### src/verilog/sims_pkg.sv
// Constants shared by the power-up and mode-set tracking logic.
// Assumes a single 50 MHz system clock and a slower sampled command clock.
package sims_pkg;
  // ---------------------------------------------------------------
  // Register map (byte addresses)
  // ---------------------------------------------------------------
  localparam int          ADDR_W        = 5;
  localparam logic [4:0]  OFS_STATUS    = 5'h00;
  localparam logic [4:0]  OFS_ERR       = 5'h04;
  localparam logic [4:0]  OFS_CFG_MOD   = 5'h08;
  localparam logic [4:0]  OFS_CFG_ZQ    = 5'h0c;
  localparam logic [4:0]  OFS_MODE_BASE = 5'h10;
  // ---------------------------------------------------------------
  // Status and error bits
  // ---------------------------------------------------------------
  localparam int ST_READY    = 0;
  localparam int ST_CKE_SEEN = 1;
  localparam int ST_DLL_DONE = 2;
  localparam int ST_ZQ_DONE  = 3;
  localparam int ST_MOD_BUSY = 4;
  localparam int ST_LEVELING = 5;
  localparam int ST_TERM_ON  = 6;
  localparam int ERR_CMD_MOD = 0;
  localparam int ERR_MRS_MRD = 1;
  localparam int ERR_W       = 2;
  // ---------------------------------------------------------------
  // Mode register fields
  // ---------------------------------------------------------------
  localparam int MODE_W        = 16;
  localparam int MR0_DLL_RESET = 8;
  localparam int MR1_LEVELING  = 7;
  localparam int MR1_QOFF      = 12;
  localparam int MR1_RTT_B0    = 2;
  localparam int MR1_RTT_B1    = 6;
  localparam int MR1_RTT_B2    = 9;
  localparam int ZQ_LONG_BIT   = 10;
  localparam int PRIME_DQ      = 0;
  // ---------------------------------------------------------------
  // Timing in command-clock cycles
  // ---------------------------------------------------------------
  localparam int          CNT_W        = 12;
  localparam logic [11:0] DLL_LOCK_CYC = 12'h200;
  localparam logic [11:0] MOD_DEF_CYC  = 12'h00c;
  localparam logic [11:0] MRD_DEF_CYC  = 12'h004;
  localparam logic [11:0] ZQ_DEF_CYC   = 12'h200;
  // ---------------------------------------------------------------
  // Command encoding {cs_n, ras_n, cas_n, we_n}
  // ---------------------------------------------------------------
  typedef enum logic [3:0] {
    SIMS_CMD_MODE_SET = 4'b0000,
    SIMS_CMD_ZQ       = 4'b0110,
    SIMS_CMD_NOP      = 4'b0111
  } sims_cmd_t;
endpackage

### src/verilog/sims_link_if.sv
// Sampled command-pin bundle between the pin sampler and the core.
// Assumes both ends run on the system clock.
`timescale 1ns/1ps
interface sims_link_if;
  logic        ck_rise;
  logic        ck_lvl;
  logic        reset_n;
  logic        cke;
  logic        term_en;
  logic        dqs_rise;
  logic        dqs;
  logic [3:0]  cmd;
  logic [2:0]  bank;
  logic [15:0] addr;
  modport sampler (output ck_rise, ck_lvl, reset_n, cke, term_en, dqs_rise, dqs, cmd, bank, addr);
  modport core    (input  ck_rise, ck_lvl, reset_n, cke, term_en, dqs_rise, dqs, cmd, bank, addr);
endinterface

### src/verilog/sims_link_sampler.sv
// Two-stage synchroniser for all device pins plus edge finding.
// Assumes pins are asynchronous to i_sys_clk and much slower than it.
`timescale 1ns/1ps
module sims_link_sampler (
  // Clock and reset
  input  wire logic        i_sys_clk,
  input  wire logic        i_sys_rst,
  // Raw pins
  input  wire logic        i_ck,
  input  wire logic        i_reset_n,
  input  wire logic        i_cke,
  input  wire logic        i_term_en,
  input  wire logic        i_dqs,
  input  wire logic [3:0]  i_cmd,
  input  wire logic [2:0]  i_bank,
  input  wire logic [15:0] i_addr,
  // Sampled side
  sims_link_if.sampler     link
);
  // Pin bundle width: ck, reset_n, cke, term_en, dqs, 4 cmd, 3 bank, 16 addr
  localparam int PW = 28;
  logic [PW-1:0] raw;
  logic [PW-1:0] s1_q;
  logic [PW-1:0] s2_q;
  logic          ck_old_q;
  logic          dqs_old_q;

  assign raw = {i_ck, i_reset_n, i_cke, i_term_en, i_dqs, i_cmd, i_bank, i_addr};

  // Edge detectors look only at the second stage
  always_ff @(posedge i_sys_clk) begin
    if (i_sys_rst) begin
      s1_q      <= '0;
      s2_q      <= '0;
      ck_old_q  <= 1'b0;
      dqs_old_q <= 1'b0;
    end else begin
      s1_q      <= raw;
      s2_q      <= s1_q;
      ck_old_q  <= s2_q[27];
      dqs_old_q <= s2_q[23];
    end
  end

  assign link.ck_lvl   = s2_q[27];
  assign link.ck_rise  = s2_q[27] & ~ck_old_q;
  assign link.reset_n  = s2_q[26];
  assign link.cke      = s2_q[25];
  assign link.term_en  = s2_q[24];
  assign link.dqs      = s2_q[23];
  assign link.dqs_rise = s2_q[23] & ~dqs_old_q;
  assign link.cmd      = s2_q[22:19];
  assign link.bank     = s2_q[18:16];
  assign link.addr     = s2_q[15:0];
endmodule

### src/verilog/sims_top.sv
// Device-side power-up, mode-set and leveling-exit tracking.
// Assumes an Avalon-MM master on i_sys_clk and pins sampled by that clock.
`timescale 1ns/1ps
module sims_top #(
  parameter logic [11:0] MRD_CYC = sims_pkg::MRD_DEF_CYC
) (
  // Clock and reset
  input  wire logic                       i_sys_clk,
  input  wire logic                       i_sys_rst,
  // Device pins
  input  wire logic                       i_ck,
  input  wire logic                       i_reset_n,
  input  wire logic                       i_cke,
  input  wire logic                       i_term_en,
  input  wire logic                       i_dqs,
  input  wire logic [3:0]                 i_cmd,
  input  wire logic [2:0]                 i_bank,
  input  wire logic [15:0]                i_addr,
  output logic [7:0]                      o_dq,
  output logic                            o_dq_oe,
  output logic                            o_dq_valid,
  output logic                            o_term_on,
  output logic                            o_ready,
  // Avalon-MM slave
  input  wire logic [sims_pkg::ADDR_W-1:0] i_avs_address,
  input  wire logic                       i_avs_read,
  input  wire logic                       i_avs_write,
  input  wire logic [31:0]                i_avs_writedata,
  output logic [31:0]                     o_avs_readdata,
  output logic                            o_avs_waitrequest
);
  import sims_pkg::*;

  sims_link_if link ();

  sims_link_sampler u_sampler (
    .i_sys_clk (i_sys_clk),
    .i_sys_rst (i_sys_rst),
    .i_ck      (i_ck),
    .i_reset_n (i_reset_n),
    .i_cke     (i_cke),
    .i_term_en (i_term_en),
    .i_dqs     (i_dqs),
    .i_cmd     (i_cmd),
    .i_bank    (i_bank),
    .i_addr    (i_addr),
    .link      (link)
  );

  // ---------------------------------------------------------------
  // Command decode
  // ---------------------------------------------------------------
  logic [MODE_W-1:0] mode_q [4];
  logic              cke_seen_q;
  logic [CNT_W-1:0]  mod_cnt_q, mrd_cnt_q, dll_cnt_q, zq_cnt_q;
  logic              dll_started_q, zq_started_q, exit_pend_q;
  logic [7:0]        dq_q;
  logic [ERR_W-1:0]  err_q;
  logic [CNT_W-1:0]  cfg_mod_q, cfg_zq_q;

  wire dev_rst   = ~link.reset_n;
  wire cmd_edge  = link.ck_rise & link.cke & cke_seen_q;
  wire is_mrs    = cmd_edge & (link.cmd == SIMS_CMD_MODE_SET);
  wire is_zql    = cmd_edge & (link.cmd == SIMS_CMD_ZQ) & link.addr[ZQ_LONG_BIT];
  wire is_idle   = link.cmd[3] | (link.cmd == SIMS_CMD_NOP);
  wire is_busy   = cmd_edge & ~is_idle & ~is_mrs;
  wire mod_busy  = mod_cnt_q != '0;
  wire mrd_busy  = mrd_cnt_q != '0;
  wire dll_rst   = is_mrs & (link.bank[1:0] == 2'b00) & link.addr[MR0_DLL_RESET];
  wire leveling  = mode_q[1][MR1_LEVELING];
  wire lvl_exit  = is_mrs & (link.bank[1:0] == 2'b01) & leveling & ~link.addr[MR1_LEVELING];
  wire rtt_nom   = mode_q[1][MR1_RTT_B0] | mode_q[1][MR1_RTT_B1] | mode_q[1][MR1_RTT_B2];
  wire dll_done  = dll_started_q & (dll_cnt_q == '0);
  wire zq_done   = zq_started_q & (zq_cnt_q == '0);

  // Down-counter step on command-clock edges, reload on trigger
  function automatic logic [CNT_W-1:0] step(input logic [CNT_W-1:0] cnt,
                                            input logic load, input logic [CNT_W-1:0] val,
                                            input logic tick);
    if (load) step = val;
    else if (tick && cnt != '0) step = cnt - 1'b1;
    else step = cnt;
  endfunction

  // ---------------------------------------------------------------
  // Mode registers and clock-gate tracking
  // ---------------------------------------------------------------
  // Only the mode registers and cke_seen_q are written here; no array state exists.
  always_ff @(posedge i_sys_clk) begin
    if (i_sys_rst || dev_rst) begin
      for (int i = 0; i < 4; i++) mode_q[i] <= '0;
      cke_seen_q <= 1'b0;
    end else begin
      if (link.ck_rise && link.cke) cke_seen_q <= 1'b1;
      if (link.ck_rise && mode_q[0][MR0_DLL_RESET])
        mode_q[0][MR0_DLL_RESET] <= 1'b0;
      if (is_mrs) mode_q[link.bank[1:0]] <= link.addr;
    end
  end

  // ---------------------------------------------------------------
  // Delay tracking: update, mode-to-mode, loop lock, calibration
  // ---------------------------------------------------------------
  always_ff @(posedge i_sys_clk) begin
    if (i_sys_rst || dev_rst) begin
      mod_cnt_q     <= '0;
      mrd_cnt_q     <= '0;
      dll_cnt_q     <= '0;
      zq_cnt_q      <= '0;
      dll_started_q <= 1'b0;
      zq_started_q  <= 1'b0;
      exit_pend_q   <= 1'b0;
    end else begin
      mod_cnt_q <= step(mod_cnt_q, is_mrs, cfg_mod_q, link.ck_rise);
      mrd_cnt_q <= step(mrd_cnt_q, is_mrs, MRD_CYC, link.ck_rise);
      dll_cnt_q <= step(dll_cnt_q, dll_rst, DLL_LOCK_CYC, link.ck_rise);
      zq_cnt_q  <= step(zq_cnt_q, is_zql, cfg_zq_q, link.ck_rise);
      if (dll_rst) dll_started_q <= 1'b1;
      if (is_zql)  zq_started_q  <= 1'b1;
      if (lvl_exit) exit_pend_q <= 1'b1;
      else if (!mod_busy) exit_pend_q <= 1'b0;
    end
  end

  // ---------------------------------------------------------------
  // Leveling feedback and pin outputs
  // ---------------------------------------------------------------
  // While leveling, prime line reports the clock level seen at each strobe rise
  always_ff @(posedge i_sys_clk) begin
    if (i_sys_rst || dev_rst) begin
      dq_q <= '0;
    end else if (leveling && link.dqs_rise) begin
      dq_q           <= '0;
      dq_q[PRIME_DQ] <= link.ck_lvl;
    end
  end

  assign o_dq       = dq_q;
  assign o_dq_oe    = (leveling | exit_pend_q) & ~mode_q[1][MR1_QOFF];
  assign o_dq_valid = leveling & ~exit_pend_q & link.dqs;
  // Termination stays high-Z in reset and until clock gate seen
  assign o_term_on  = ~dev_rst & cke_seen_q & link.term_en & rtt_nom;
  assign o_ready    = dll_done & zq_done & ~mod_busy;

  // ---------------------------------------------------------------
  // Avalon-MM slave, one wait state on every access
  // ---------------------------------------------------------------
  logic        ack_q;
  logic [31:0] rdata_q;
  wire         req     = i_avs_read | i_avs_write;
  wire         wr_take = i_avs_write & ack_q;
  wire [ERR_W-1:0] err_set = {is_mrs & mrd_busy, is_busy & mod_busy};
  wire [ERR_W-1:0] err_clr = (wr_take && i_avs_address == OFS_ERR) ?
                             i_avs_writedata[ERR_W-1:0] : '0;
  wire [31:0]  status  = {25'h0000000, cke_seen_q & o_term_on, leveling, mod_busy,
                          zq_done, dll_done, cke_seen_q, o_ready};
  wire [1:0]   mr_idx  = i_avs_address[3:2];
  wire [31:0]  rd_mux  =
    (i_avs_address == OFS_STATUS)  ? status :
    (i_avs_address == OFS_ERR)     ? {30'h00000000, err_q} :
    (i_avs_address == OFS_CFG_MOD) ? {20'h00000, cfg_mod_q} :
    (i_avs_address == OFS_CFG_ZQ)  ? {20'h00000, cfg_zq_q} :
    (i_avs_address[4] && i_avs_address[1:0] == 2'b00) ? {16'h0000, mode_q[mr_idx]} :
    32'h00000000;

  assign o_avs_waitrequest = req & ~ack_q;
  assign o_avs_readdata    = rdata_q;

  always_ff @(posedge i_sys_clk) begin
    if (i_sys_rst) begin
      ack_q     <= 1'b0;
      rdata_q   <= '0;
      err_q     <= '0;
      cfg_mod_q <= MOD_DEF_CYC;
      cfg_zq_q  <= ZQ_DEF_CYC;
    end else begin
      ack_q <= req & ~ack_q;
      if (i_avs_read && !ack_q) rdata_q <= rd_mux;
      // Set beats clear in the same cycle
      err_q <= (err_q & ~err_clr) | err_set;
      if (wr_take && i_avs_address == OFS_CFG_MOD) cfg_mod_q <= i_avs_writedata[CNT_W-1:0];
      if (wr_take && i_avs_address == OFS_CFG_ZQ)  cfg_zq_q  <= i_avs_writedata[CNT_W-1:0];
    end
  end
endmodule
### config.mk
export PLATFORM = sky130hd
export DESIGN_NAME = sims_top
export DESIGN_NICKNAME = d
export VERILOG_FILES = /design/src/verilog/sims_pkg.sv /design/src/verilog/sims_link_if.sv /design/src/verilog/sims_link_sampler.sv /design/src/verilog/sims_top.sv
export SDC_FILE = /design/constraint.sdc
export NUM_CORES = 1
export LEC_CHECK = 0
export BUFFER_PORTS_ARGS = -buffer_cell sky130_fd_sc_hd__buf_4
export CORE_ASPECT_RATIO = 1.1
export CORE_MARGIN = 1.5
export CORE_UTILIZATION = 39
export DETAILED_ROUTE_END_ITERATION = 12
export PLACE_DENSITY_LB_ADDON = 0.2
export SLEW_MARGIN = 20
export SYNTH_ARGS = -nofsm -noshare
export SYNTH_HDL_FRONTEND = slang
export SYNTH_SLANG_ARGS = --single-unit
### constraint.sdc
create_clock -name i_sys_clk -period 3.3 [get_ports i_sys_clk]
set_input_delay 0.66 -clock i_sys_clk [delete_from_list [all_inputs] [get_ports i_sys_clk]]
set_output_delay 0.66 -clock i_sys_clk [all_outputs]
set_load 0.02 [all_outputs]
# Yosys cells after proc, flatten, opt, wreduce, memory -nomap -nowiden
# Memories as Yosys holds them, arrays and structs flattened.
# Index checks and enable logic that the tools add are counted.
dict set report word_totals {
  reg_bits 170
  mem_bits_rw 64
  inputBits 69
  elab_cells 139
  mem_count 1
}
# name depth word_bits read_ports rd_clocked_by_memory_dff wr line
set mem_list {}
lappend mem_list {mode_q 4 16 3 0 4 sims_top.sv:53} ;# logic [MODE_W-1:0] mode_q [4];
dict set report op_classes {
  addsub 4
  n_eq_ne 7
  mux 28
  bitwise_logic 48
  reduce_logical 31
}
# operator n
set ops {}
lappend ops {{16-bit 2-to-1 mux} 6}
lappend ops {{12-bit 2-to-1 mux} 4}
lappend ops {{12-bit nonzero test} 4}
lappend ops {{12-bit by 1-bit subtractor with 12-bit output, second input constant} 4}
lappend ops {{1-bit AND} 29}
lappend ops {{12-bit zero test} 2}
lappend ops {{10-bit 2-to-1 mux} 2}
lappend ops {{16-bit OR reduction} 1}
lappend ops {{1-bit logical AND} 12}
lappend ops {{1-bit 2-to-1 mux} 12}
lappend ops {{5-bit by 4-bit == test with 1-bit output, second input constant} 2}
lappend ops {{1-bit inverter} 10}
lappend ops {{4-bit by 3-bit == test with 1-bit output, second input constant} 2}
lappend ops {{2-bit nonzero test} 4}
lappend ops {{3-bit 2-to-1 mux} 2}
lappend ops {{1-bit bitwise OR} 6}
lappend ops {{5-bit by 3-bit == test with 1-bit output, second input constant} 1}
lappend ops {{5-bit zero test} 1}
lappend ops {{2-bit zero test} 2}
lappend ops {{4-bit zero test} 1}
lappend ops {{2-bit 2-to-1 mux} 2}
lappend ops {{2-bit OR reduction} 2}
lappend ops {{2-bit AND} 1}
lappend ops {{2-bit by 1-bit == test with 1-bit output, second input constant} 1}
lappend ops {{other kinds (5)} 5}

# Longest topological paths before layout
# Gate-level depths: netlist (run 1).
dict set report depth {
  ltp_word 10
  mapped_depth 9
}

# Modules after synthesis
# From an unflattened synthesis (run 1), not the netlist that was laid out.
dict set report hier_totals {
  cells_unflattened 905
  area_unflattened_um2 9243.9
}
# module n_inst cells_each area_each_um2
set modules_own_cells {}
lappend modules_own_cells {sims_top 1 781 7662.3}
lappend modules_own_cells {sims_link_sampler 1 124 1581.5}

# Worst setup path before layout (run 1)
# Ideal clock, no wire load.
dict set report synth_timing {
  path_kind {input to register}
  start {input i_sys_rst}
  end {memory mode_q[1][0], enable pin}
  arrival_ns 1.962
  required_ns 2.925
  setup_slack_ns 0.963
  stages 4
  cell_sequence {clkbuf_1 -> nand2b_1 -> nor4b_2 -> nand2b_1}
}
# item line
set synth_rtl {}
lappend synth_rtl {{start, declared} sims_top.sv:9} ;# input wire logic i_sys_rst,
lappend synth_rtl {{end, declared} sims_top.sv:53}

# Final worst setup path (run 1)
dict set report layout_timing {
  start {register mod_cnt_q[4]}
  end {output o_ready}
}
dict set report layout_between {
  elab_chain_len 3
}
# item line
set layout_rtl {}
lappend layout_rtl {{start, declared} sims_top.sv:55} ;# logic [CNT_W-1:0] mod_cnt_q, mrd_cnt_q, dll_cnt_q, zq_cnt_q;
lappend layout_rtl {{start signal, assigned} sims_top.sv:114} ;# mod_cnt_q <= step(mod_cnt_q, is_mrs, cfg_mod_q, link.ck_rise);
lappend layout_rtl {{12-bit nonzero test} sims_top.sv:67} ;# wire mod_busy = mod_cnt_q != '0;
lappend layout_rtl {{1-bit inverter} sims_top.sv:143} ;# assign o_ready = dll_done & zq_done & ~mod_busy;
lappend layout_rtl {{1-bit AND} sims_top.sv:143}
lappend layout_rtl {{end, declared} sims_top.sv:23} ;# output logic o_ready,
# Every way passes these cells.

==> results of run 1 <==
## state kept, by name, summed over array words and instances, names as in the netlist
register / count
u_sampler.s1_q: 27
cfg_zq_q: 12
mod_cnt_q: 12
cfg_mod_q: 12
err_q: 2
cke_seen_q: 1
u_sampler.dqs_old_q: 1
zq_cnt_q: 12
mrd_cnt_q: 12
o_dq: 1
exit_pend_q: 1
o_avs_readdata: 16
dll_started_q: 1
ack_q: 1
u_sampler.ck_old_q: 1
mode_q: 64
u_sampler.s2_q: 27
zq_started_q: 1
dll_cnt_q: 12
## worst max-delay path, cell delays in order, from the launching register on
cell	delay, ns
dfxtp_1	0.35
or4_4	0.60
nor4_4	0.37
and3_1	0.28
and3_1	0.22
buf_4	0.16
## final timing paths
check	startpoint	depth (start not counted)	endpoint
max	mod_cnt_q[4]$_SDFFE_PP0P_	5	o_ready
min	i_addr[7]	2	u_sampler.s1_q[7]$_SDFF_PP0_
max reg2reg	cke_seen_q$_SDFFE_PP0N_	6	mode_q[2][13]$_SDFFCE_PN0P_
min reg2reg	u_sampler.s1_q[2]$_SDFF_PP0_	1	u_sampler.s2_q[2]$_SDFF_PP0_
## through the flow
| stage | total power [W] | area [um2] |
|---|---|---|
| finish | 0.005601 | 10770 |
| detailed placement | 0.003130 | 10010 |
| global route | 0.005807 | 10770 |
| global placement | 0.003128 | 10010 |
| floorplan | 0.003037 | 9336 |
| CTS | 0.005677 | 10770 |
## layer usage
metal	global-route usage [%]	share of wire (%)
met4	4.679	2.0
met2	30.07	49
met5	0	0.061
met3	2.597	4.8
met1	23.04	44
## cells by family (layout without fill, tap and decap cells)
group           count (synthesis)  after routing  share of synthesized area (%)
flops                         216            216                          53.65
other cells                     1             23                        0.04052
xor+xnor                       28             28                          2.650
mux                            29             29                          5.300
fa+ha+maj                       8              8                          1.082
compound gates                137            137                          9.249
simple gates                  395            395                          23.13
buf+inv                        88            152                          4.894
## where the power goes
| part | total (W) | leakage (nW) | internal (W) | switching (W) |
|---|---|---|---|---|
| registers | 0.00281 | 2.01 | 0.00278 | 0.0000278 |
| logic | 0.000261 | 1.69 | 0.000108 | 0.000153 |
| clock network | 0.00253 | 0.381 | 0.00148 | 0.00105 |
## area by class of cell
| cell class | instances | area (um2) |
|---|---|---|
| clock inverters | 7 | 47.55 |
| repair buffers | 93 | 698.2 |
| clock buffers | 37 | 710.7 |
| inverters | 15 | 56.30 |
| well taps | 300 | 375.4 |
| flip-flops and latches | 216 | 4965 |
| multi-input cells | 620 | 3919 |
| fillers | 2205 | 12310 |
## synth_stat cells (all sizes together) (2+ instances only)
library cell,count
nand3,17
or2,4
or4b,2
clkbuf,39
mux4,16
nor2,82
nor4,13
xnor2,15
nor3,27
a41oi,2
nand2b,15
a311oi,2
nor3b,2
xor2,13
a222oi,4
mux2i,13
a31oi,6
dfxtp,152
nand4b,2
a211oi,8
nor2b,68
and2,66
a2111oi,2
and3,9
o211ai,8
a211o,2
edfxtp,64
a21oi,52
or4,6
nand2,65
inv,15
nor4b,4
a22oi,16
or3,8
buf,34
ha,8
o21ai,29
==> reports/results.ini, run 1 <==
[route]
drt-initial-drc-count = 368
wl_um = 21250
first_pass_iters = 5
drcViolationCount = 0
wire_per_inst_um = 16.50
num_vias = 6506
vias_per_cell = 5.051
antenna_left = 0

[outcome]
status = finished clean

[place]
portBuffers = 69
dp.cells = 1244
gp_congestion = 0.8178
hpwl_um = 14440
dp_slack_ns = 0.6818

[cts]
cts_buffer_depth = 3
holdBufCountCts = 0
path_clk_slew_ns = 0.06
cts-resized-gates = 0
clkLatencyLatePin_ns = 0.52
cts_setup_buffers = 0
cts_root_buf = clkbuf_16
h-tree-depth = 1
cts.sinks = 216
cts_tree = yes
cts_buffers = 24

[final_layout]
area_growth_syn_to_layout_pct = 16.40
layout_commonest_cell = dfxtp_1
layoutNonFillerInstCount = 1288
diodes = 0
drive_gt1_share_pct = 15.99
utilization_pct = 46.68
final_cell_mix = 152 x dfxtp_1, 93 x buf_4, 81 x nor2_1
nets = 1047

[logic_synthesis]
ys_async_sr_fraction_pct = 0
yosys.cell_types.count = 60
synthesis.area_um2 = 9254
syn_avg_cell_area_um2 = 10.26
yosys_register_bits = 216
synth-edff-count = 64
syn-instance-count = 902
yosys.area.top_type = dfxtp_1
yosysSeqAreaShare_pct = 53.65
ys_warn_count = 0
synth_ff_type = dfxtp_1
yosys-top-cells-area = dfxtp_1 33%, edfxtp_1 21%, nor2b_1 4.6%
synth_top_area_share_pct = 32.88

[timing]
hold_viol_final = 0
fin_crit_ns = 3.151
worst_clock_skew_ns = 0.01571
timing.final.crit_share_pct = 95.49
setup_slack_ns = 0.1489
setup_viol = 0
maxSlewHeadroom_pct = 31.73
maxSlewViolCount = 0
worst_pin_slew_ns = 1.024
fmax_ghz = 0.3173
setup_tns_ns = 0
fin_hold_ws_ns = 0.3421
rsz0062_at_grt = no

[run]
maxCapViolCount = 0

[global_route]
grt_pass1_wl_um = 33400
grt_max_degree = 100
grt_usage_pct = 17.53
antenna_found_initial = 1
grt_overflow_total = 0
grt_pass1_vias = 6154

[pwr]
ir_worst_vdd_uv = 382.4
p_leak_nw = 4.077
cellPowerDensity_nw_per_um2 = 520.0

[critical_path]
worst_setup_path_start_kind = register
crit_arrival_ns = 2.49
cp-end-kind = output port
ff2ff_setup_slack_ns = 0.88
critPathRequiredTime_ns = 2.64
crit_fanout = 6
setup.worst_path.class = reg -> out

[worst_hold_path]
hp-class = in -> reg

[floorplanning]
die_area_um2 = 24660
initial_utilization_pct = 40.10
core_area_um2 = 23080
std_cell_rows = 58
die_w_um = 149.9
io_pins = 114
die_y_um = 164.6

(Power assumes the default switching activity.)
==> inputs of run 2 (changes only) <==
--- a/config.mk
+++ b/config.mk
@@ -9,6 +9,7 @@
 export CORE_ASPECT_RATIO = 1.1
 export CORE_MARGIN = 1.5
 export CORE_UTILIZATION = 39
+export CTS_BUF_LIST = sky130_fd_sc_hd__clkbuf_8 sky130_fd_sc_hd__clkbuf_16
 export DETAILED_ROUTE_END_ITERATION = 12
 export PLACE_DENSITY_LB_ADDON = 0.2
 export SLEW_MARGIN = 20
==> run 2 against run 1 <==
Via count down 0.20%. Sequential cell count unchanged. Sequential share of layout area about the same. Critical path depth unchanged. Critical path type unchanged. Final cell count unchanged. Register-to-register slack about the same.
==> reports/results.ini, run 2 (synthesis gave the netlist of run 1 again) <==
[pwr]
cellPowerDensity_nw_per_um2 = 517.8  ; was 520.0 nW/um2
p_leak_nw = 4.103  ; was 4.077 nW
finalPower_w = 0.005577  ; was 0.005601 W
ir_worst_vdd_uv = 372.4  ; was 382.4 uV

[timing]
maxSlewViolCount = 0  ; unchanged
timing.final.crit_share_pct = 95.47  ; was 95.49%
hold_viol_final = 0  ; unchanged
maxSlewHeadroom_pct = 31.86  ; was 31.73%
setup_tns_ns = 0  ; unchanged
worst_pin_slew_ns = 1.022  ; was 1.024 ns
fin_crit_ns = 3.150  ; was 3.151 ns
setup_slack_ns = 0.1496  ; was 0.1489 ns
rsz0062_at_grt = no  ; unchanged
fmax_ghz = 0.3174  ; was 0.3173 GHz
worst_clock_skew_ns = 0.01549  ; was 0.01571 ns
setup_viol = 0  ; unchanged

[critical_path]
crit_arrival_ns = 2.49  ; about the same
worst_setup_path_start_kind = register  ; unchanged
crit_fanout = 6  ; unchanged
cp-end-kind = output port  ; unchanged
critPathRequiredTime_ns = 2.64  ; about the same
setup.worst_path.class = reg -> out  ; unchanged

[final_layout]
layoutNonFillerInstCount = 1288  ; unchanged
area_growth_syn_to_layout_pct = 16.39  ; was 16.40%
layout_commonest_cell = dfxtp_1  ; unchanged
top_regs = mode_q x64, u_sampler.s1_q x27, u_sampler.s2_q x27  ; unchanged
drive_gt1_share_pct = 15.89  ; was 15.99%
final_cell_mix = 152 x dfxtp_1, 93 x buf_4, 81 x nor2_1  ; unchanged
diodes = 0  ; unchanged
nets = 1047  ; unchanged
largest_reg_flops = 64  ; unchanged
largest_register = mode_q  ; unchanged
utilization_pct = 46.67  ; was 46.68%

[route]
drt-initial-drc-count = 344  ; was 368
num_vias = 6493  ; was 6506
wire_per_inst_um = 16.49  ; was 16.50 um
drcViolationCount = 0  ; unchanged
first_pass_iters = 5  ; unchanged
wl_um = 21240  ; was 21250 um
vias_per_cell = 5.041  ; was 5.051
antenna_left = 0  ; unchanged

[global_route]
grt_pass1_wl_um = 33400  ; unchanged
grt_overflow_total = 0  ; unchanged
grt_usage_pct = 17.53  ; unchanged
grt_pass1_vias = 6154  ; unchanged
antenna_found_initial = 1  ; unchanged
grt_max_degree = 100  ; unchanged

[cts]
cts_root_buf = clkbuf_16  ; unchanged
holdBufCountCts = 0  ; unchanged
cts_setup_buffers = 0  ; unchanged
cts-resized-gates = 0  ; unchanged
path_clk_slew_ns = 0.06  ; about the same
cts_buffers = 24  ; unchanged
cts_tree = yes  ; unchanged
cts_buffer_depth = 3  ; unchanged
h-tree-depth = 1  ; unchanged
cts.sinks = 216  ; unchanged
clkLatencyLatePin_ns = 0.52  ; about the same

[place]
dp_slack_ns = 0.6818  ; unchanged
gp_congestion = 0.8178  ; unchanged
portBuffers = 69  ; unchanged
hpwl_um = 14440  ; unchanged
dp.cells = 1244  ; unchanged

[run]
maxCapViolCount = 0  ; unchanged

[floorplanning]
die_y_um = 164.6  ; unchanged
io_pins = 114  ; unchanged
die_area_um2 = 24660  ; unchanged
die_w_um = 149.9  ; unchanged
initial_utilization_pct = 40.10  ; unchanged
std_cell_rows = 58  ; unchanged
core_area_um2 = 23080  ; unchanged

[outcome]
status = finished clean  ; unchanged

[worst_hold_path]
hp-class = in -> reg  ; unchanged

## run 2: cell type report
type | count | area, um2
Timing Repair Buffer | 93 | 698.2
Clock inverter | 14 | 73.82
Fill cell | 2205 | 12310
Tap cell | 300 | 375.4
Inverter | 15 | 56.30
Multi-Input combinational cell | 620 | 3919
Sequential cell | 216 | 4965
Clock buffer | 30 | 683.2
## run 2: final timing paths
kind,start,end,slack [ns],cells after the start
max,mod_cnt_q[4]$_SDFFE_PP0P_,o_ready,0.15,5
min,i_addr[7],u_sampler.s1_q[7]$_SDFF_PP0_,0.34,2
max reg2reg,cke_seen_q$_SDFFE_PP0N_,mode_q[2][13]$_SDFFCE_PN0P_,0.88,6
min reg2reg,u_sampler.s1_q[2]$_SDFF_PP0_,u_sampler.s2_q[2]$_SDFF_PP0_,0.43,1
## run 2: critical path, cell delays in order, from the launching register on
cell and delay, ns:
dfxtp_1 0.35, or4_4 0.60, nor4_4 0.36, and3_1 0.28, and3_1 0.22, buf_4 0.16
## run 2: report_power, final
part           switching [W]  total, W  internal [W]
logic               0.000153  0.000261      0.000108
clock network        0.00105   0.00251       0.00146
registers          0.0000277   0.00281       0.00278
total                0.00123   0.00558       0.00435
## run 2: stage by stage
| step | area [um2] | hold WS, ns |
|---|---|---|
| after floorplan | 9336 | 0.4138 |
| final | 10770 | 0.3416 |
| after CTS | 10770 | 0.3255 |
| after global routing | 10770 | 0.3285 |
| after detailed placement | 10010 | 0.4204 |
| after global placement | 10010 | 0.4200 |
## run 2: routing by layer
layer	part of all wire, %	vias up	routed length (um)	GRT usage, %
li1	-	3240	-	-
met5	0.061	-	13	0
met4	2.0	2	425	4.679
met3	5.0	32	1059	2.597
met2	49	159	10400	30.07
met1	44	3060	9343	23.04
==> inputs of run 3 (changes only) <==
--- a/config.mk
+++ b/config.mk
@@ -6,7 +6,7 @@
 export NUM_CORES = 1
 export LEC_CHECK = 0
 export BUFFER_PORTS_ARGS = -buffer_cell sky130_fd_sc_hd__buf_4
-export CORE_ASPECT_RATIO = 1.1
+export CORE_ASPECT_RATIO = 0.7
 export CORE_MARGIN = 1.5
 export CORE_UTILIZATION = 39
 export CTS_BUF_LIST = sky130_fd_sc_hd__clkbuf_8 sky130_fd_sc_hd__clkbuf_16
==> constraint.sdc (replaced) <==
create_clock -name i_sys_clk -period 3.3 [get_ports i_sys_clk]
set_input_delay 0.66 -clock i_sys_clk [delete_from_list [all_inputs] [get_ports i_sys_clk]]
set_output_delay 0.66 -clock i_sys_clk [all_outputs]
set_load 0.1 [all_outputs]
==> run 3 against run 2 <==
Die area barely moved. Utilization rose by 0.16 points. Register-to-register slack got worse by 0.15 ns. Non-clock buffer count did not move. First-iteration DRC count rose by 58%. Critical path depth is the same. Setup slack improved by 0.0096 ns. Sequential cell count stayed put. Final area fell by 0.14%. Fmax grew 0.31%. Sequential power is essentially flat.
==> reports/results.ini, run 3 (synthesis gave the netlist of run 1 again) <==
[place]
postPlaceCellArea_um2 = 10030  ; was 10010 um2
portBuffers = 69  ; unchanged
hpwl_um = 15320  ; was 14440 um
gp_congestion = 0.8209  ; was 0.8178

[pwr]
p_leak_nw = 4.088  ; was 4.103 nW
p_sw_share_pct = 23.84  ; was 22.06%
switchingPower_w = 0.001353  ; was 0.001231 W
combPwrFrac_pct = 7.1  ; was 4.7%
p_seq_share_pct = 49.4  ; was 50.3%
cellPowerDensity_nw_per_um2 = 527.9  ; was 517.8 nW/um2
ir_worst_vdd_uv = 362.8  ; was 372.4 uV
finalPower_w = 0.005678  ; was 0.005577 W
power_frac_clock_pct = 43.4  ; was 45.0%
power.internal_w = 0.004324  ; was 0.004347 W

[timing]
setup_viol = 0  ; unchanged
hold_viol_final = 0  ; unchanged
worst_pin_slew_ns = 0.8391  ; was 1.022 ns
rsz0062_at_grt = no  ; unchanged
timing.final.crit_share_pct = 95.18  ; was 95.47%
fmax_ghz = 0.3184  ; was 0.3174 GHz
fin_crit_ns = 3.141  ; was 3.150 ns
setup_tns_ns = 0  ; unchanged
fin_hold_ws_ns = 0.3543  ; was 0.3416 ns
worst_clock_skew_ns = 0.01831  ; was 0.01549 ns
maxSlewViolCount = 0  ; unchanged
maxSlewHeadroom_pct = 44.06  ; was 31.86%

[route]
wl_um = 21980  ; was 21240 um
first_pass_iters = 5  ; unchanged
num_vias = 6541  ; was 6493
wire_per_inst_um = 16.93  ; was 16.49 um
drt-initial-drc-count = 542  ; was 344
vias_per_cell = 5.039  ; was 5.041
antenna_left = 0  ; unchanged
drcViolationCount = 0  ; unchanged

[final_layout]
top_regs = mode_q x64, u_sampler.s1_q x27, u_sampler.s2_q x27  ; unchanged
layout_commonest_cell = dfxtp_1  ; unchanged
num-fill-cells = 2197  ; was 2205
utilization_pct = 46.83  ; was 46.67%
stdcell_area_um2 = 10760  ; was 10770 um2
final_cell_mix = 152 x dfxtp_1, 93 x buf_4, 81 x nor2_1  ; unchanged
drive_gt1_share_pct = 15.31  ; was 15.89%
diodes = 0  ; unchanged
largest_register = mode_q  ; unchanged
largest_reg_flops = 64  ; unchanged
nets = 1046  ; was 1047
area_growth_syn_to_layout_pct = 16.22  ; was 16.39%

[critical_path]
reg2reg_depth = 7  ; was 6
cp-end-kind = output port  ; unchanged
worst_setup_path_start_kind = register  ; unchanged
critPathRequiredTime_ns = 2.64  ; about the same
cp_common_cell = and3_1  ; unchanged
max_stage_delay_ns = 0.59  ; was 0.60 ns
crit_fanout = 6  ; unchanged
setup.worst_path.class = reg -> out  ; unchanged
crit_arrival_ns = 2.48  ; was 2.49 ns
crit_chain = or4_4 -> nor4_4 -> and3_1 -> and3_1 -> buf_4  ; unchanged
cp_num_buf_inv = 1  ; unchanged
path_depth = 5  ; unchanged
critical_path.top_delay_family = simple AND/OR/NAND/NOR gates  ; unchanged
crit_slowest_cell = or4_4  ; unchanged

[cts]
cts_root_buf = clkbuf_16  ; unchanged
path_clk_slew_ns = 0.06  ; about the same
h-tree-depth = 1  ; unchanged
cts_tree = yes  ; unchanged
cts_setup_buffers = 0  ; unchanged
cts.sinks = 216  ; unchanged
cts_buffer_depth = 3  ; unchanged
holdBufCountCts = 0  ; unchanged
cts_buffers = 23  ; was 24
cts-resized-gates = 0  ; unchanged
clkLatencyLatePin_ns = 0.51  ; was 0.52 ns

[outcome]
status = finished clean  ; unchanged

[global_route]
grt_usage_pct = 17.65  ; was 17.53%
antenna_found_initial = 0  ; was 1
grt_max_degree = 56  ; was 100
grt_pass1_vias = 6004  ; was 6154
grt_pass1_wl_um = 34570  ; was 33400 um
grt_overflow_total = 0  ; unchanged

[floorplanning]
die_y_um = 131.9  ; was 164.6 um
core_area_um2 = 22960  ; was 23080 um2
die_w_um = 187.1  ; was 149.9 um
die_area_um2 = 24680  ; was 24660 um2
std_cell_rows = 46  ; was 58
io_pins = 114  ; unchanged
initial_utilization_pct = 40.30  ; was 40.10%

[worst_hold_path]
hp-class = in -> reg  ; unchanged
min_path_cells = 2  ; unchanged

[run]
maxCapViolCount = 0  ; unchanged

-- run 3: cell count changes in the layout (fill, tap and decap cells not counted), sizes merged --
cell    delta
bufinv     +1
clkbuf     -3
clkinv     -3
inv        +3
-- run 3: final cells by class --
class,instances,area [um2],area share (%)
Timing Repair Buffer,93,698.2,6.491
Sequential cell,216,4965,46.16
Tap cell,312,390.4,3.630
Inverter,15,56.30,0.5235
Clock inverter,15,96.34,0.8958
Clock buffer,27,630.6,5.863
Multi-Input combinational cell,620,3919,36.44
-- run 3: worst reg2reg max path, stage by stage (launching register included) --
cell and delay (ns):
dfxtp_1 0.51, and4bb_1 0.34, and3_1 0.46, and3_1 0.23
buf_4 0.22, nand2b_1 0.14, buf_4 0.26, a21o_1 0.12
-- run 3: path summary, 6_finish.rpt --
check / from / end / slack [ns]
worst max-delay path: mod_cnt_q[4]$_SDFFE_PP0P_ / o_ready / 0.16
worst min-delay path: i_addr[5] / u_sampler.s1_q[5]$_SDFF_PP0_ / 0.35
worst max register to register: cke_seen_q$_SDFFE_PP0N_ / mode_q[0][8]$_SDFFCE_PN0P_ / 0.73
worst min register to register: u_sampler.s1_q[2]$_SDFF_PP0_ / u_sampler.s2_q[2]$_SDFF_PP0_ / 0.43
-- run 3: through the flow --
stage / setup slack, ns / cells
after global routing: 0.02335 / 1298
after detailed placement: 0.5407 / 1256
after CTS: 0.06057 / 1298
final: 0.1592 / 1298
after floorplan: 0.4797 / 924
after global placement: 0.5665 / 1256
-- run 3: power groups by stage --
stage          Sequential [W]  Clock (W)  Combinational, W
2_1_floorplan         0.00290          0          0.000276
3_5_place_dp          0.00287          0          0.000405
3_3_place_gp          0.00286          0          0.000404
5_1_grt               0.00281    0.00264          0.000428
4_1_cts               0.00281    0.00252          0.000406
6_report              0.00281    0.00247          0.000403
-- run 3: per-layer routing --
metal | up-vias | track usage [%] | part of all wire (%)
li1 | 3240 | - | -
met1 | 3072 | 28.35 | 52
met2 | 200 | 24.33 | 40
met3 | 29 | 3.088 | 6.5
met4 | 0 | 3.495 | 1.6
met5 | - | 0 | 0
